**src/design/sad_pkg.sv**
```systemverilog
// constants, decode helper and state type for the system address decoder
// assumes a 16-bit processor address bus and one 200 MHz clock
//
// How it works
// lowest two 2K blocks pick on-board RAMs
// window 1F00-1FFF becomes an I/O request
// everything else raises the off-board memory request
// battery-backed RAM answers at 2000-27FF
// volatile RAMs answer at 2800 and 3000
// optional calibration ROM answers at 3800-3FFF
// RAM writes wait for supply good; ready flag
// low hold-off from coprocessor stretches the cycle
// hold-off passes a two-flop synchroniser first
// 4 MHz source halved into 2 MHz clock
// power-up reset holds until oscillator settles
// bus-board service request drives the NMI
// key press interrupt drives the maskable IRQ
// upper address bits pick one of six ROMs
// ROMs enabled only on read with memory request
// separate read, write and I/O request strobes
// five-bit switch readable, rightmost switch LSB
// latched bit enables REN and ATN drivers
// separate selects for 1FE0, 1FE8 and 1FF0
// memory request is active low
// one select per cycle, none in reset

package sad_pkg;

    // ==========================================================
    // timing
    localparam int CLK_MHZ        = 200;  // system clock rate
    localparam int STABLE_TIME_US = 50;   // oscillator settling
    localparam int STABLE_CYCLES  = STABLE_TIME_US * CLK_MHZ;

    // ==========================================================
    // memory map: base and log2 of window size
    localparam logic [15:0] ONB_RAM0_BASE = 16'h0000;
    localparam logic [15:0] ONB_RAM1_BASE = 16'h0800;
    localparam int          BLK_2K_SHIFT  = 11;
    localparam logic [15:0] IO_BASE       = 16'h1F00;
    localparam int          IO_SHIFT      = 8;
    localparam logic [15:0] BATT_BASE     = 16'h2000;
    localparam logic [15:0] VOL0_BASE     = 16'h2800;
    localparam logic [15:0] VOL1_BASE     = 16'h3000;
    localparam logic [15:0] CAL_ROM_BASE  = 16'h3800;
    localparam logic [15:0] EXP_BASE      = 16'h2000;
    localparam int          EXP_SHIFT     = 13;
    localparam int          ROM_SHIFT     = 13;
    localparam int          ROM_COUNT     = 6;
    localparam logic [2:0]  ROM_FIRST_BLK = 3'h2;
    localparam logic [15:0] GPIB0_BASE    = 16'h1FE0;
    localparam logic [15:0] GPIB1_BASE    = 16'h1FE8;
    localparam logic [15:0] GPIB2_BASE    = 16'h1FF0;
    localparam int          GPIB_SHIFT    = 3;
    localparam int          GPIB_WINS     = 3;
    localparam logic [15:0] SWITCH_ADDR   = 16'h1FF8;
    localparam logic [15:0] CTL_ADDR      = 16'h1FF9;
    localparam int          CTL_DRIVE_BIT = 0;
    localparam int          SW_WIDTH      = 5;

    // ==========================================================
    // registered state of the decoder top
    typedef struct packed {
        logic       ctl_drive;  // controller driver enable latch
        logic [7:0] rdata;      // read-back data buffer
        logic       rdata_oe;   // buffer drives the data bus
    } sad_state_type;

    localparam sad_state_type STATE_RESET = '{1'b0, 8'h00, 1'b0};

    // address falls in an aligned window of 2**sh bytes
    function automatic logic win_hit(input logic [15:0] a,
                                     input logic [15:0] base,
                                     input int          sh);
        return (a >> sh) == (base >> sh);
    endfunction : win_hit

endpackage : sad_pkg

```
**src/design/sad_decoder.sv**
```systemverilog
// address decoder, strobes and bus glue for the processor backplane
// assumes processor address and cycle qualifiers come from logic on clk;
// pins from other boards and the oscillator are synchronised here
`timescale 1ns/1ps
`default_nettype none

module sad_decoder
    import sad_pkg::*;
#(
    parameter int STABLE_CYC = sad_pkg::STABLE_CYCLES
) (
    input  wire logic                      clk,
    input  wire logic                      reset_n,
    input  wire logic                      osc_4mhz,
    input  wire logic [15:0]               cpu_addr,
    input  wire logic                      cpu_cycle,
    input  wire logic                      cpu_read,
    input  wire logic [7:0]                cpu_wdata,
    input  wire logic                      coproc_hold_off,
    input  wire logic                      ram_supply_good,
    input  wire logic                      gpib_service_n,
    input  wire logic                      key_press_interrupt_n,
    input  wire logic [sad_pkg::SW_WIDTH-1:0] addr_switch,
    output logic                           sys_clk_2mhz,
    output logic                           power_up_reset,
    output logic                           rd_strobe_n,
    output logic                           wr_strobe_n,
    output logic                           offboard_mem_request_n,
    output logic                           io_cycle_request_n,
    output logic [1:0]                     onboard_ram_sel_n,
    output logic                           battery_backed_ram_sel_n,
    output logic [1:0]                     volatile_ram_sel_n,
    output logic                           noise_calibration_table_sel_n,
    output logic                           exp_ram_write_en,
    output logic                           ram_power_ready,
    output logic [sad_pkg::ROM_COUNT-1:0]  prog_rom_sel_n,
    output logic [sad_pkg::GPIB_WINS-1:0]  gpib_win_sel_n,
    output logic                           cpu_stretch,
    output logic                           cpu_nmi_n,
    output logic                           cpu_irq_n,
    output logic [7:0]                     cpu_rdata,
    output logic                           cpu_rdata_oe,
    output logic                           controller_drive_en
);

    // ==========================================================
    // synchronisers for every pin from outside this clock
    logic                osc_s;      // oscillator level
    logic                hold_s;     // coprocessor hold-off, low = busy
    logic                supply_s;   // RAM supply good
    logic                nmi_s;      // service request, low active
    logic                key_s;      // key interrupt, low active
    logic [SW_WIDTH-1:0] sw_s;       // fallback address switches

    // idle levels at reset so nothing fires spuriously;
    // msb first: oscillator low, hold-off idle high, supply not
    // yet good, both interrupt pins at their idle high level
    sad_sync2 #(.W(5), .RESET_VAL(5'h0B)) u_sync_ctl (
        .clk      (clk),
        .reset_n  (reset_n),
        .async_in ({osc_4mhz, coproc_hold_off, ram_supply_good,
                    gpib_service_n, key_press_interrupt_n}),
        .sync_out ({osc_s, hold_s, supply_s, nmi_s, key_s})
    );

    sad_sync2 #(.W(SW_WIDTH), .RESET_VAL(5'h00)) u_sync_sw (
        .clk      (clk),
        .reset_n  (reset_n),
        .async_in (addr_switch),
        .sync_out (sw_s)
    );

    // ==========================================================
    // power-up reset and 2 MHz backplane clock
    sad_por_clkdiv #(.STABLE_CYC(STABLE_CYC)) u_por (
        .clk            (clk),
        .reset_n        (reset_n),
        .osc_sync       (osc_s),
        .power_up_reset (power_up_reset),
        .sys_clk_2mhz   (sys_clk_2mhz)
    );

    // ==========================================================
    // address decode, all combinational from the cycle qualifiers
    logic run;        // system out of reset
    logic cyc;        // a qualified bus cycle is live
    logic hit_ram0;   // first on-board 2K
    logic hit_ram1;   // second on-board 2K
    logic hit_io;     // 256-byte I/O window
    logic hit_off;    // anything else goes off-board
    logic hit_exp;    // 8K expansion board region
    logic hit_rom;    // program ROM region
    logic ram_ready;  // expansion RAM may be used
    logic [2:0] rom_blk;  // 8K block number

    assign run      = reset_n && !power_up_reset;
    assign cyc      = cpu_cycle && run;
    assign hit_ram0 = win_hit(cpu_addr, ONB_RAM0_BASE, BLK_2K_SHIFT);
    assign hit_ram1 = win_hit(cpu_addr, ONB_RAM1_BASE, BLK_2K_SHIFT);
    assign hit_io   = win_hit(cpu_addr, IO_BASE, IO_SHIFT);
    // priority order makes the three classes disjoint
    assign hit_off  = !hit_ram0 && !hit_ram1 && !hit_io;
    assign hit_exp  = win_hit(cpu_addr, EXP_BASE, EXP_SHIFT);
    assign rom_blk  = cpu_addr[15:13];
    assign hit_rom  = rom_blk >= ROM_FIRST_BLK;

    // ready only once the supply is good and reset is over
    assign ram_ready       = supply_s && run;
    assign ram_power_ready = ram_ready;

    // ==========================================================
    // backplane strobes, all active low
    always_comb begin
        rd_strobe_n            = !(cyc && cpu_read);
        wr_strobe_n            = !(cyc && !cpu_read);
        io_cycle_request_n     = !(cyc && hit_io);
        offboard_mem_request_n = !(cyc && hit_off);
    end

    // ==========================================================
    // on-board RAM selects, never with an off-board request
    always_comb begin
        onboard_ram_sel_n[0] = !(cyc && hit_ram0);
        onboard_ram_sel_n[1] = !(cyc && hit_ram1);
    end

    // ==========================================================
    // expansion RAM board; these live inside the off-board space
    logic exp_cyc;   // off-board cycle in the expansion region
    assign exp_cyc = cyc && hit_off && hit_exp;

    always_comb begin
        battery_backed_ram_sel_n = !(exp_cyc &&
            win_hit(cpu_addr, BATT_BASE, BLK_2K_SHIFT));
        volatile_ram_sel_n[0]    = !(exp_cyc &&
            win_hit(cpu_addr, VOL0_BASE, BLK_2K_SHIFT));
        volatile_ram_sel_n[1]    = !(exp_cyc &&
            win_hit(cpu_addr, VOL1_BASE, BLK_2K_SHIFT));
        // the socket may be empty; decode regardless
        noise_calibration_table_sel_n = !(exp_cyc &&
            win_hit(cpu_addr, CAL_ROM_BASE, BLK_2K_SHIFT));
        // writes blocked while supply is still coming up
        exp_ram_write_en = exp_cyc && !cpu_read && ram_ready;
    end

    // ==========================================================
    // program ROM bank: one of six, read cycles only
    genvar gi;
    generate
        for (gi = 0; gi < ROM_COUNT; gi++) begin : g_rom
            always_comb begin
                prog_rom_sel_n[gi] = !(cyc && cpu_read && hit_off &&
                    hit_rom &&
                    (rom_blk == 3'(gi + ROM_FIRST_BLK)));
            end
        end
    endgenerate

    // ==========================================================
    // instrument-bus board windows inside the I/O request space
    logic [15:0] gpib_base [GPIB_WINS];   // window bases
    assign gpib_base[0] = GPIB0_BASE;
    assign gpib_base[1] = GPIB1_BASE;
    assign gpib_base[2] = GPIB2_BASE;

    generate
        for (gi = 0; gi < GPIB_WINS; gi++) begin : g_gpib
            always_comb begin
                gpib_win_sel_n[gi] = !(cyc && hit_io &&
                    win_hit(cpu_addr, gpib_base[gi], GPIB_SHIFT));
            end
        end
    endgenerate

    // ==========================================================
    // cycle stretch: coprocessor busy, or RAM not yet powered;
    // costs two clocks of latency on release, far below a bus cycle
    always_comb begin
        cpu_stretch = cyc && (!hold_s ||
                      (hit_off && hit_exp && !ram_ready));
    end

    // ==========================================================
    // interrupts straight through after synchronising
    assign cpu_nmi_n = nmi_s;
    assign cpu_irq_n = key_s;

    // ==========================================================
    // switch read-back and controller latch
    logic sw_rd;   // read of the switch buffer
    logic ctl_wr;  // write of the controller latch
    assign sw_rd  = cyc && cpu_read && hit_io && (cpu_addr == SWITCH_ADDR);
    assign ctl_wr = cyc && !cpu_read && hit_io && (cpu_addr == CTL_ADDR);

    // rightmost switch is the least significant bit
    function automatic logic [SW_WIDTH-1:0] sw_flip(
        input logic [SW_WIDTH-1:0] v);
        logic [SW_WIDTH-1:0] r;
        r = '0;
        for (int i = 0; i < SW_WIDTH; i++) begin
            r[i] = v[SW_WIDTH-1-i];
        end
        return r;
    endfunction : sw_flip

    sad_state_type s_q, s_d;

    // next state of buffer and latch
    always_comb begin
        s_d          = s_q;
        s_d.rdata_oe = sw_rd;
        if (sw_rd) begin
            s_d.rdata = {3'h0, sw_flip(sw_s)};
        end else begin
            s_d.rdata = 8'h00;
        end
        if (ctl_wr) begin
            s_d.ctl_drive = cpu_wdata[CTL_DRIVE_BIT];
        end
    end

    // register the state; system reset clears the latch
    always_ff @(posedge clk) begin
        if (!reset_n || power_up_reset) begin
            s_q <= STATE_RESET;
        end else begin
            s_q <= s_d;
        end
    end

    assign cpu_rdata           = s_q.rdata;
    assign cpu_rdata_oe        = s_q.rdata_oe;
    assign controller_drive_en = s_q.ctl_drive;

    // lets $past look back across the synchronisers after reset
    logic [1:0] up_cnt;  // cycles since reset release, saturating
    always_ff @(posedge clk) begin
        if (!reset_n) begin
            up_cnt <= 2'h0;
        end else if (up_cnt != 2'h3) begin
            up_cnt <= up_cnt + 2'h1;
        end
    end
endmodule : sad_decoder

`default_nettype wire

```
**src/design/sad_sync2.sv**
```systemverilog
// two-flop synchroniser for pin-level inputs
// assumes inputs are asynchronous levels; reset value is a constant
`timescale 1ns/1ps
`default_nettype none

module sad_sync2 #(
    parameter int         W         = 1,
    parameter logic [W-1:0] RESET_VAL = '0
) (
    input  wire logic         clk,
    input  wire logic         reset_n,
    input  wire logic [W-1:0] async_in,
    output logic      [W-1:0] sync_out
);

    // ==========================================================
    // flop chain; first stage read by the second only
    logic [W-1:0] meta_q;   // metastability catcher
    logic [W-1:0] sync_q;   // settled copy

    always_ff @(posedge clk) begin
        if (!reset_n) begin
            meta_q <= RESET_VAL;
            sync_q <= RESET_VAL;
        end else begin
            meta_q <= async_in;
            sync_q <= meta_q;
        end
    end

    assign sync_out = sync_q;

endmodule : sad_sync2

`default_nettype wire

```
**src/design/sad_por_clkdiv.sv**
```systemverilog
// power-up reset timer and divide-by-two of the 4 MHz source
// assumes the oscillator level arrives already synchronised
`timescale 1ns/1ps
`default_nettype none

module sad_por_clkdiv
    import sad_pkg::*;
#(
    parameter int STABLE_CYC = sad_pkg::STABLE_CYCLES
) (
    input  wire logic clk,
    input  wire logic reset_n,
    input  wire logic osc_sync,
    output logic      power_up_reset,
    output logic      sys_clk_2mhz
);

    typedef enum logic [1:0] {
        POR_HOLD = 2'b00,   // oscillator settling
        POR_RUN  = 2'b01    // reset released
    } sad_por_type;

    typedef struct packed {
        sad_por_type st;
        logic [31:0] cnt;    // settling counter
        logic        osc_d;  // last oscillator level
        logic        clk2;   // divided clock
    } sad_por_state_type;

    sad_por_state_type s_q, s_d;

    // ==========================================================
    // next state
    always_comb begin
        s_d       = s_q;
        s_d.osc_d = osc_sync;
        // toggle on each source rising edge halves it
        if (osc_sync && !s_q.osc_d) begin
            s_d.clk2 = !s_q.clk2;
        end
        case (s_q.st)
            POR_HOLD: begin
                // hold until the settling time has passed
                if (s_q.cnt >= 32'(STABLE_CYC - 1)) begin
                    s_d.st = POR_RUN;
                end else begin
                    s_d.cnt = s_q.cnt + 32'h1;
                end
            end
            POR_RUN:  s_d.st = POR_RUN;
            default:  s_d.st = POR_HOLD;
        endcase
    end

    always_ff @(posedge clk) begin
        if (!reset_n) begin
            s_q <= '{POR_HOLD, 32'h0, 1'b0, 1'b0};
        end else begin
            s_q <= s_d;
        end
    end

    assign power_up_reset = (s_q.st != POR_RUN);
    assign sys_clk_2mhz   = s_q.clk2;

endmodule : sad_por_clkdiv

`default_nettype wire

```
**config.mk**
```make
export PLATFORM = sky130hd
export DESIGN_NAME = sad_decoder
export DESIGN_NICKNAME = d
export VERILOG_FILES = /design/src/design/sad_pkg.sv /design/src/design/sad_decoder.sv /design/src/design/sad_sync2.sv /design/src/design/sad_por_clkdiv.sv
export SDC_FILE = /design/constraint.sdc
export NUM_CORES = 1
export LEC_CHECK = 0
export ABC_AREA = 1
export BUFFER_PORTS_ARGS = -buffer_cell sky130_fd_sc_hd__buf_2
export CAP_MARGIN = 20
export CELL_PAD_IN_SITES_DETAIL_PLACEMENT = 2
export CELL_PAD_IN_SITES_GLOBAL_PLACEMENT = 2
export CORE_MARGIN = 10
export CORE_UTILIZATION = 26
export CTS_BUF_LIST = sky130_fd_sc_hd__clkbuf_4 sky130_fd_sc_hd__clkbuf_8
export CTS_CLUSTER_DIAMETER = 30
export DETAILED_ROUTE_END_ITERATION = 10
export HOLD_SLACK_MARGIN = 0.12
export PLACE_DENSITY_LB_ADDON = 0.1
export SLEW_MARGIN = 10
export SYNTH_ARGS = -nofsm -noshare
export SYNTH_HDL_FRONTEND = slang
export SYNTH_SLANG_ARGS = --single-unit
```
**constraint.sdc**
```tcl
create_clock -name clk -period 1.49 [get_ports clk]
set_input_delay 0.149 -clock clk [delete_from_list [all_inputs] [get_ports clk]]
set_output_delay 0.149 -clock clk [all_outputs]
set_load 0.1 [all_outputs]
```
; ---- Yosys cells after proc, flatten, opt, wreduce, memory -nomap -nowiden
; Index checks and enable logic that the tools add are counted.
[classes]
addsub = 1
n_lt_le_gt_ge = 2
n_eq_ne = 21
n_mux = 2
bitwise_logic = 2
reduce_logical = 72
[op_table]
columns = op, count
row1 = $eq A13 B10 Y1 const B, 3
row2 = $logic_and A1 B1 Y1, 37
row3 = $add A32 B1 Y32 const B, 1
row4 = $eq A16 B13 Y1 const B, 2
row5 = $ge A32 B14 Y1 const B, 1
row6 = $logic_not A1 Y1, 29
row7 = $eq A5 B3 Y1 const B, 4
row8 = $logic_not A16 Y1, 1
row9 = $eq A3 B3 Y1 const B, 4
row10 = $eq A8 B5 Y1 const B, 1
row11 = $eq A3 B2 Y1 const B, 2
row12 = $eq A5 B1 Y1 const B, 1
row13 = $ne A2 B1 Y1 const B, 2
row14 = $pmux W2 S2, 1
row15 = $eq A3 B1 Y1 const B, 1
row16 = $ge A3 B2 Y1 const B, 1
row17 = $eq A2 B1 Y1 const B, 1
row18 = $logic_not A2 Y1, 1
row19 = $logic_or A1 B1 Y1, 2
row20 = $mux W2, 1
row21 = $not A1 Y1, 2
row22 = $reduce_and A2 Y1, 1
row23 = $reduce_or A2 Y1, 1
[word_totals]
ff_bits = 66
input_bits = 38
output_inout_bits = 36
wordCells = 112

; ---- Logic depth before layout (Yosys ltp)
[logic_depth]
ltp_word = 9
mapped_depth = 10
ltp_nobuf = 10

; ---- Hierarchy
; From an unflattened synthesis, not the netlist that was laid out.
[unflattened]
hier_cells = 392
area_unflattened_um2 = 2756.4
[modules_own_cells]
columns = module, instances, cells_each, area_each_um2, seq_area_each_um2
row1 = sad_por_clkdiv, 1, 222, 1544.0, 700.7
row2 = sad_decoder, 1, 108, 639.4, 140.1
row3 = sad_sync2, 2, 31, 286.5, 200.2

; ---- Worst setup path before layout
; Ideal clock, no wire load.
[synth_timing]
path_kind = flip-flop to output port
start = register u_por.s_q[34] in the netlist's numbering
end = output prog_rom_sel_n[3] in the netlist's numbering
arrival_ns = 2.780
required_ns = 1.341
path_slack_ns = -1.439
stages_incl_launch_ff = 8
n_path_buf = 0
path_cell_list = dfxtp_1 -> nand2_1 -> inv_2 -> nand2_2 -> inv_2 -> nand3_1 -> nor2_2 -> nand4_1
[synth_between]
elab_chain_cells = 9
[synth_lines]
columns = element, line_no
row1 = "start, declared", sad_por_clkdiv.sv:30  ; sad_por_state_type s_q, s_d;
row2 = "start signal, assigned", sad_por_clkdiv.sv:57  ; s_q <= '{POR_HOLD, 32'h0, 1'b0, 1'b0};
row3 = $ne A2 B1 Y1, sad_por_clkdiv.sv:63  ; assign power_up_reset = (s_q.st != POR_RUN);
row4 = $logic_not A1 Y1, sad_decoder.sv:96  ; assign run = reset_n && !power_up_reset;
row5 = $logic_and A1 B1 Y1, sad_decoder.sv:96
row6 = $logic_and A1 B1 Y1, sad_decoder.sv:97  ; assign cyc = cpu_cycle && run;
row7 = $logic_and A1 B1 Y1 (3 in a row), sad_decoder.sv:152  ; prog_rom_sel_n[gi] = !(cyc && cpu_read && hit_off &&
row8 = $logic_and A1 B1 Y1, sad_decoder.sv:153  ; hit_rom &&
row9 = $logic_not A1 Y1, sad_decoder.sv:152
row10 = "end, declared", sad_decoder.sv:36  ; output logic [sad_pkg::ROM_COUNT-1:0] prog_rom_sel_n,
; Every way passes these cells.

; ---- Worst setup path in the final report
[layout_timing]
start = register u_por.s_q[34] in the netlist's numbering
end = output prog_rom_sel_n[5] in the netlist's numbering
; Same word-level chain as after synthesis.

==> metrics <==
status complete, but fails checks; failing checks setup timing; Synth Register Bits 62; HP Start cpu_addr[1]; initial antenna violation count 1; mux share of post-synthesis cell area 0%; Internal Pwr Total 2.64 mW; pwr dens 806 nW/um2; final clock skew 10.4 ps; commonest non-fill, non-tap cell in the layout nand2_1; relative slew slack 65.7%; total power 3.57 mW; syn avg cell area 7.17 um2; I/O pin cnt 74; Critical Path Start Type flop; DR pass1 iterations 4; Hold Path Stages 7; clock share of power 43.4%; Max Cap Viol 0; vias in the first global route 3112; chip height 122 um; gr usage total 13.7%; FMAX 537 MHz; crit end category primary output; layout cells sized above 1 39.4%; DRC errors left 0; dominant combinational cell family by area after synthesis simple AND/OR/NAND/NOR gates; Final setup viols 23; Worst Max-Slew Pin Slew 518 ps; first-pass GRT wire length 16000 um; Clock Tree Root clkbuf_8; Worst-path clk slew 80 ps; adder-cell area share of the yosys netlist 0.465%; Slew Viols, Final 0; nets@finish 532; DR WL/cell 16.5 um; RSZ-0062 raised after global routing yes; YS warnings 0; setup ws final -372 ps; Layout area overhead 64.7%; Clock Path Buffers 2; most frequent cells in the layout nand2_1 (86), inv_1 (62), dfxtp_1 (50); Leak Pwr 2.20 nW; Final Util 43.5%; Gate Count Post-Synth 375; endpoints failing hold 0; Yosys cell types 30; DRT Wirelength 10500 um; Seq pwr share 47.9%; Worst R2R Start u_por.s_q[34]; Initial Util 26.4%; logic depth of the worst register-to-register path 12; Final GP Congestion 0.766; Routed Antenna Nets 0; Setup CP Type reg -> out; Hold Path Class in -> reg; full die area 14800 um2; Netlist Area Pre-Place 2690 um2; IO Port Bufs 63; Post-Synth XOR/XNOR Area 1.95%; Comb pwr share 8.8%; R2R setup slack -10 ps; worst-path fanout max 4; compound-gate portion of the synthesized area 3.02%; clock sink count 62; Tcrit/Tclk final 125%; core area 10200 um2; pin count of the biggest net entering global routing 37; Num CTS Buffers 9; Worst EP required 1340 ps; Placed Instances 584; Post-Synth Simple-Gate Area 35.3%; Die Width 122 um; vias 2801; CTS tree built; Hold EP controller_drive_en; Worst Path Arrival 1710 ps; worst r2r dst controller_drive_en; GR Overflow Total 0; pre-CTS WS -23.1 ps; Sw Ratio 26.2%; sequential-to-total area share from yosys stat 46.1%; Hold WS 264 ps; H-tree levels 3; Layout Cells excl Fill 635; min cycle time layout 1860 ps; worst vdd ir 0.000793 V; Via density 4.41; row cnt 37; clock latency on the worst-skew pair 360 ps; DR iter-0 viols 97; Net Switching 0.936 mW; DP HPWL 6610 um
-- power by group through the flow --
stage | clock [mW] | combinational [mW] | sequential, mW
after floorplan | 0 | 0.129 | 1.77
after global placement | 0 | 0.245 | 1.74
after detailed placement | 0 | 0.255 | 1.74
after CTS | 1.61 | 0.287 | 1.71
after global routing | 1.68 | 0.341 | 1.71
final | 1.55 | 0.313 | 1.71
-- per-stage QoR --
step | TNS, ps | area (um2)
final | -5770 | 4430
after detailed placement | -29.4 | 3610
after global routing | -8150 | 4430
after CTS | -4900 | 4210
after floorplan | -5410 | 2770
after global placement | 0 | 3610
-- critical path: stages, from the launching register on --
cell and delay [ps]:
dfxtp_2 340, nand2_2 50, inv_2 70, nand2_4 70
clkinv_4 70, buf_12 90, nand3_4 70, nor2_4 160
buf_4 140, nand3_2 100, buf_12 180
-- flip-flops by register name (all words and copies together), names as in the netlist --
register / cells
u_sync_sw.sync_out: 5
u_por.s_q: 34
controller_drive_en: 1
cpu_rdata_oe: 1
u_sync_ctl.meta_q: 5
u_sync_ctl.sync_out: 5
u_sync_sw.meta_q: 5
u_por.sys_clk_2mhz: 1
cpu_rdata: 5
-- how the worst max path moves through the flow --
stage                  startpoint                end  slack [ps]  cells past startpoint
floorplan           u_por.s_q[34]  prog_rom_sel_n[3]        -700                      7
global placement     cpu_addr[15]  prog_rom_sel_n[3]          20                      8
detailed placement   cpu_addr[15]  gpib_win_sel_n[0]         -20                      7
CTS                 u_por.s_q[34]   exp_ram_write_en        -360                      8
global route        u_por.s_q[34]  prog_rom_sel_n[5]        -480                     10
finish              u_por.s_q[34]  prog_rom_sel_n[5]        -370                     10
-- Yosys cell counts --
| cell type | instances | area, um2 |
|---|---|---|
| nor2_1 | 47 | 176 |
| inv_1 | 67 | 251 |
| nand3b_1 | 4 | 30.0 |
| nor2_4 | 1 | 11.3 |
| nand4_1 | 8 | 50.1 |
| conb_1 | 1 | 3.75 |
| nor4b_1 | 1 | 8.76 |
| o22ai_1 | 1 | 6.26 |
| xnor2_1 | 1 | 8.76 |
| inv_2 | 2 | 7.51 |
| buf_6 | 1 | 11.3 |
| xor2_1 | 5 | 43.8 |
| buf_8 | 1 | 15.0 |
| a21oi_2 | 2 | 17.5 |
| nand2_1 | 96 | 360 |
| nand2_4 | 2 | 22.5 |
| ha_1 | 1 | 12.5 |
| nor3_4 | 1 | 16.3 |
| nand3_2 | 2 | 20.0 |
| nand2_2 | 2 | 12.5 |
| nor3_1 | 4 | 20.0 |
| o211ai_1 | 1 | 7.51 |
| nor2_2 | 3 | 18.8 |
| buf_4 | 6 | 45.0 |
| dfxtp_1 | 62 | 1240 |
| nand3_1 | 31 | 155 |
| clkbuf_1 | 5 | 18.8 |
| or2_2 | 6 | 37.5 |
| nor3_2 | 1 | 10.0 |
| a21oi_1 | 10 | 50.1 |
-- cell type report --
| cell class | instances | area (um2) |
|---|---|---|
| clock buffers | 11 | 145 |
| fillers | 1155 | 5750 |
| diodes | 1 | 2.50 |
| clock inverters | 5 | 58.8 |
| inverters | 69 | 279 |
| repair buffers | 118 | 1160 |
| multi-input cells | 233 | 1360 |
| flip-flops and latches | 62 | 1260 |
| well taps | 136 | 170 |
-- what timing repair did --
item | 4_1_cts | 5_1_grt
endpoints found under the hold margin | 11 | 0
pin swaps | 6 | 21
gates resized for setup | 48 | 47
endpoints found under the setup margin | 22 | 44
cloned | 0 | 1
hold buffers | 11 | 0
setup buffers | 14 | 12
-- kinds of logic (layout without fill, tap and decap cells) --
kind of cell             count (synthesis)  in the layout
adder cells (fa/ha/maj)                  1              1
XOR/XNOR                                 6              6
flip-flops                              62             62
buffers and inverters                   82            203
AND/OR/NAND/NOR                        209            209
other                                    1              4
AO/OA/AOI/OAI                           14             14
-- per-layer routing --
| metal | routed length [um] | GRT usage (%) | part of all wire [%] | vias up |
|---|---|---|---|---|
| met1 | 3940 | 13.3 | 38 | 1380 |
| met2 | 5990 | 26.2 | 57 | 44 |
| met3 | 286 | 3.70 | 2.7 | 17 |
| met5 | 0 | 0 | 0 | - |
| li1 | - | - | - | 1360 |
| met4 | 274 | 6.56 | 2.6 | 0 |
Power figures use the tool's default switching activity.
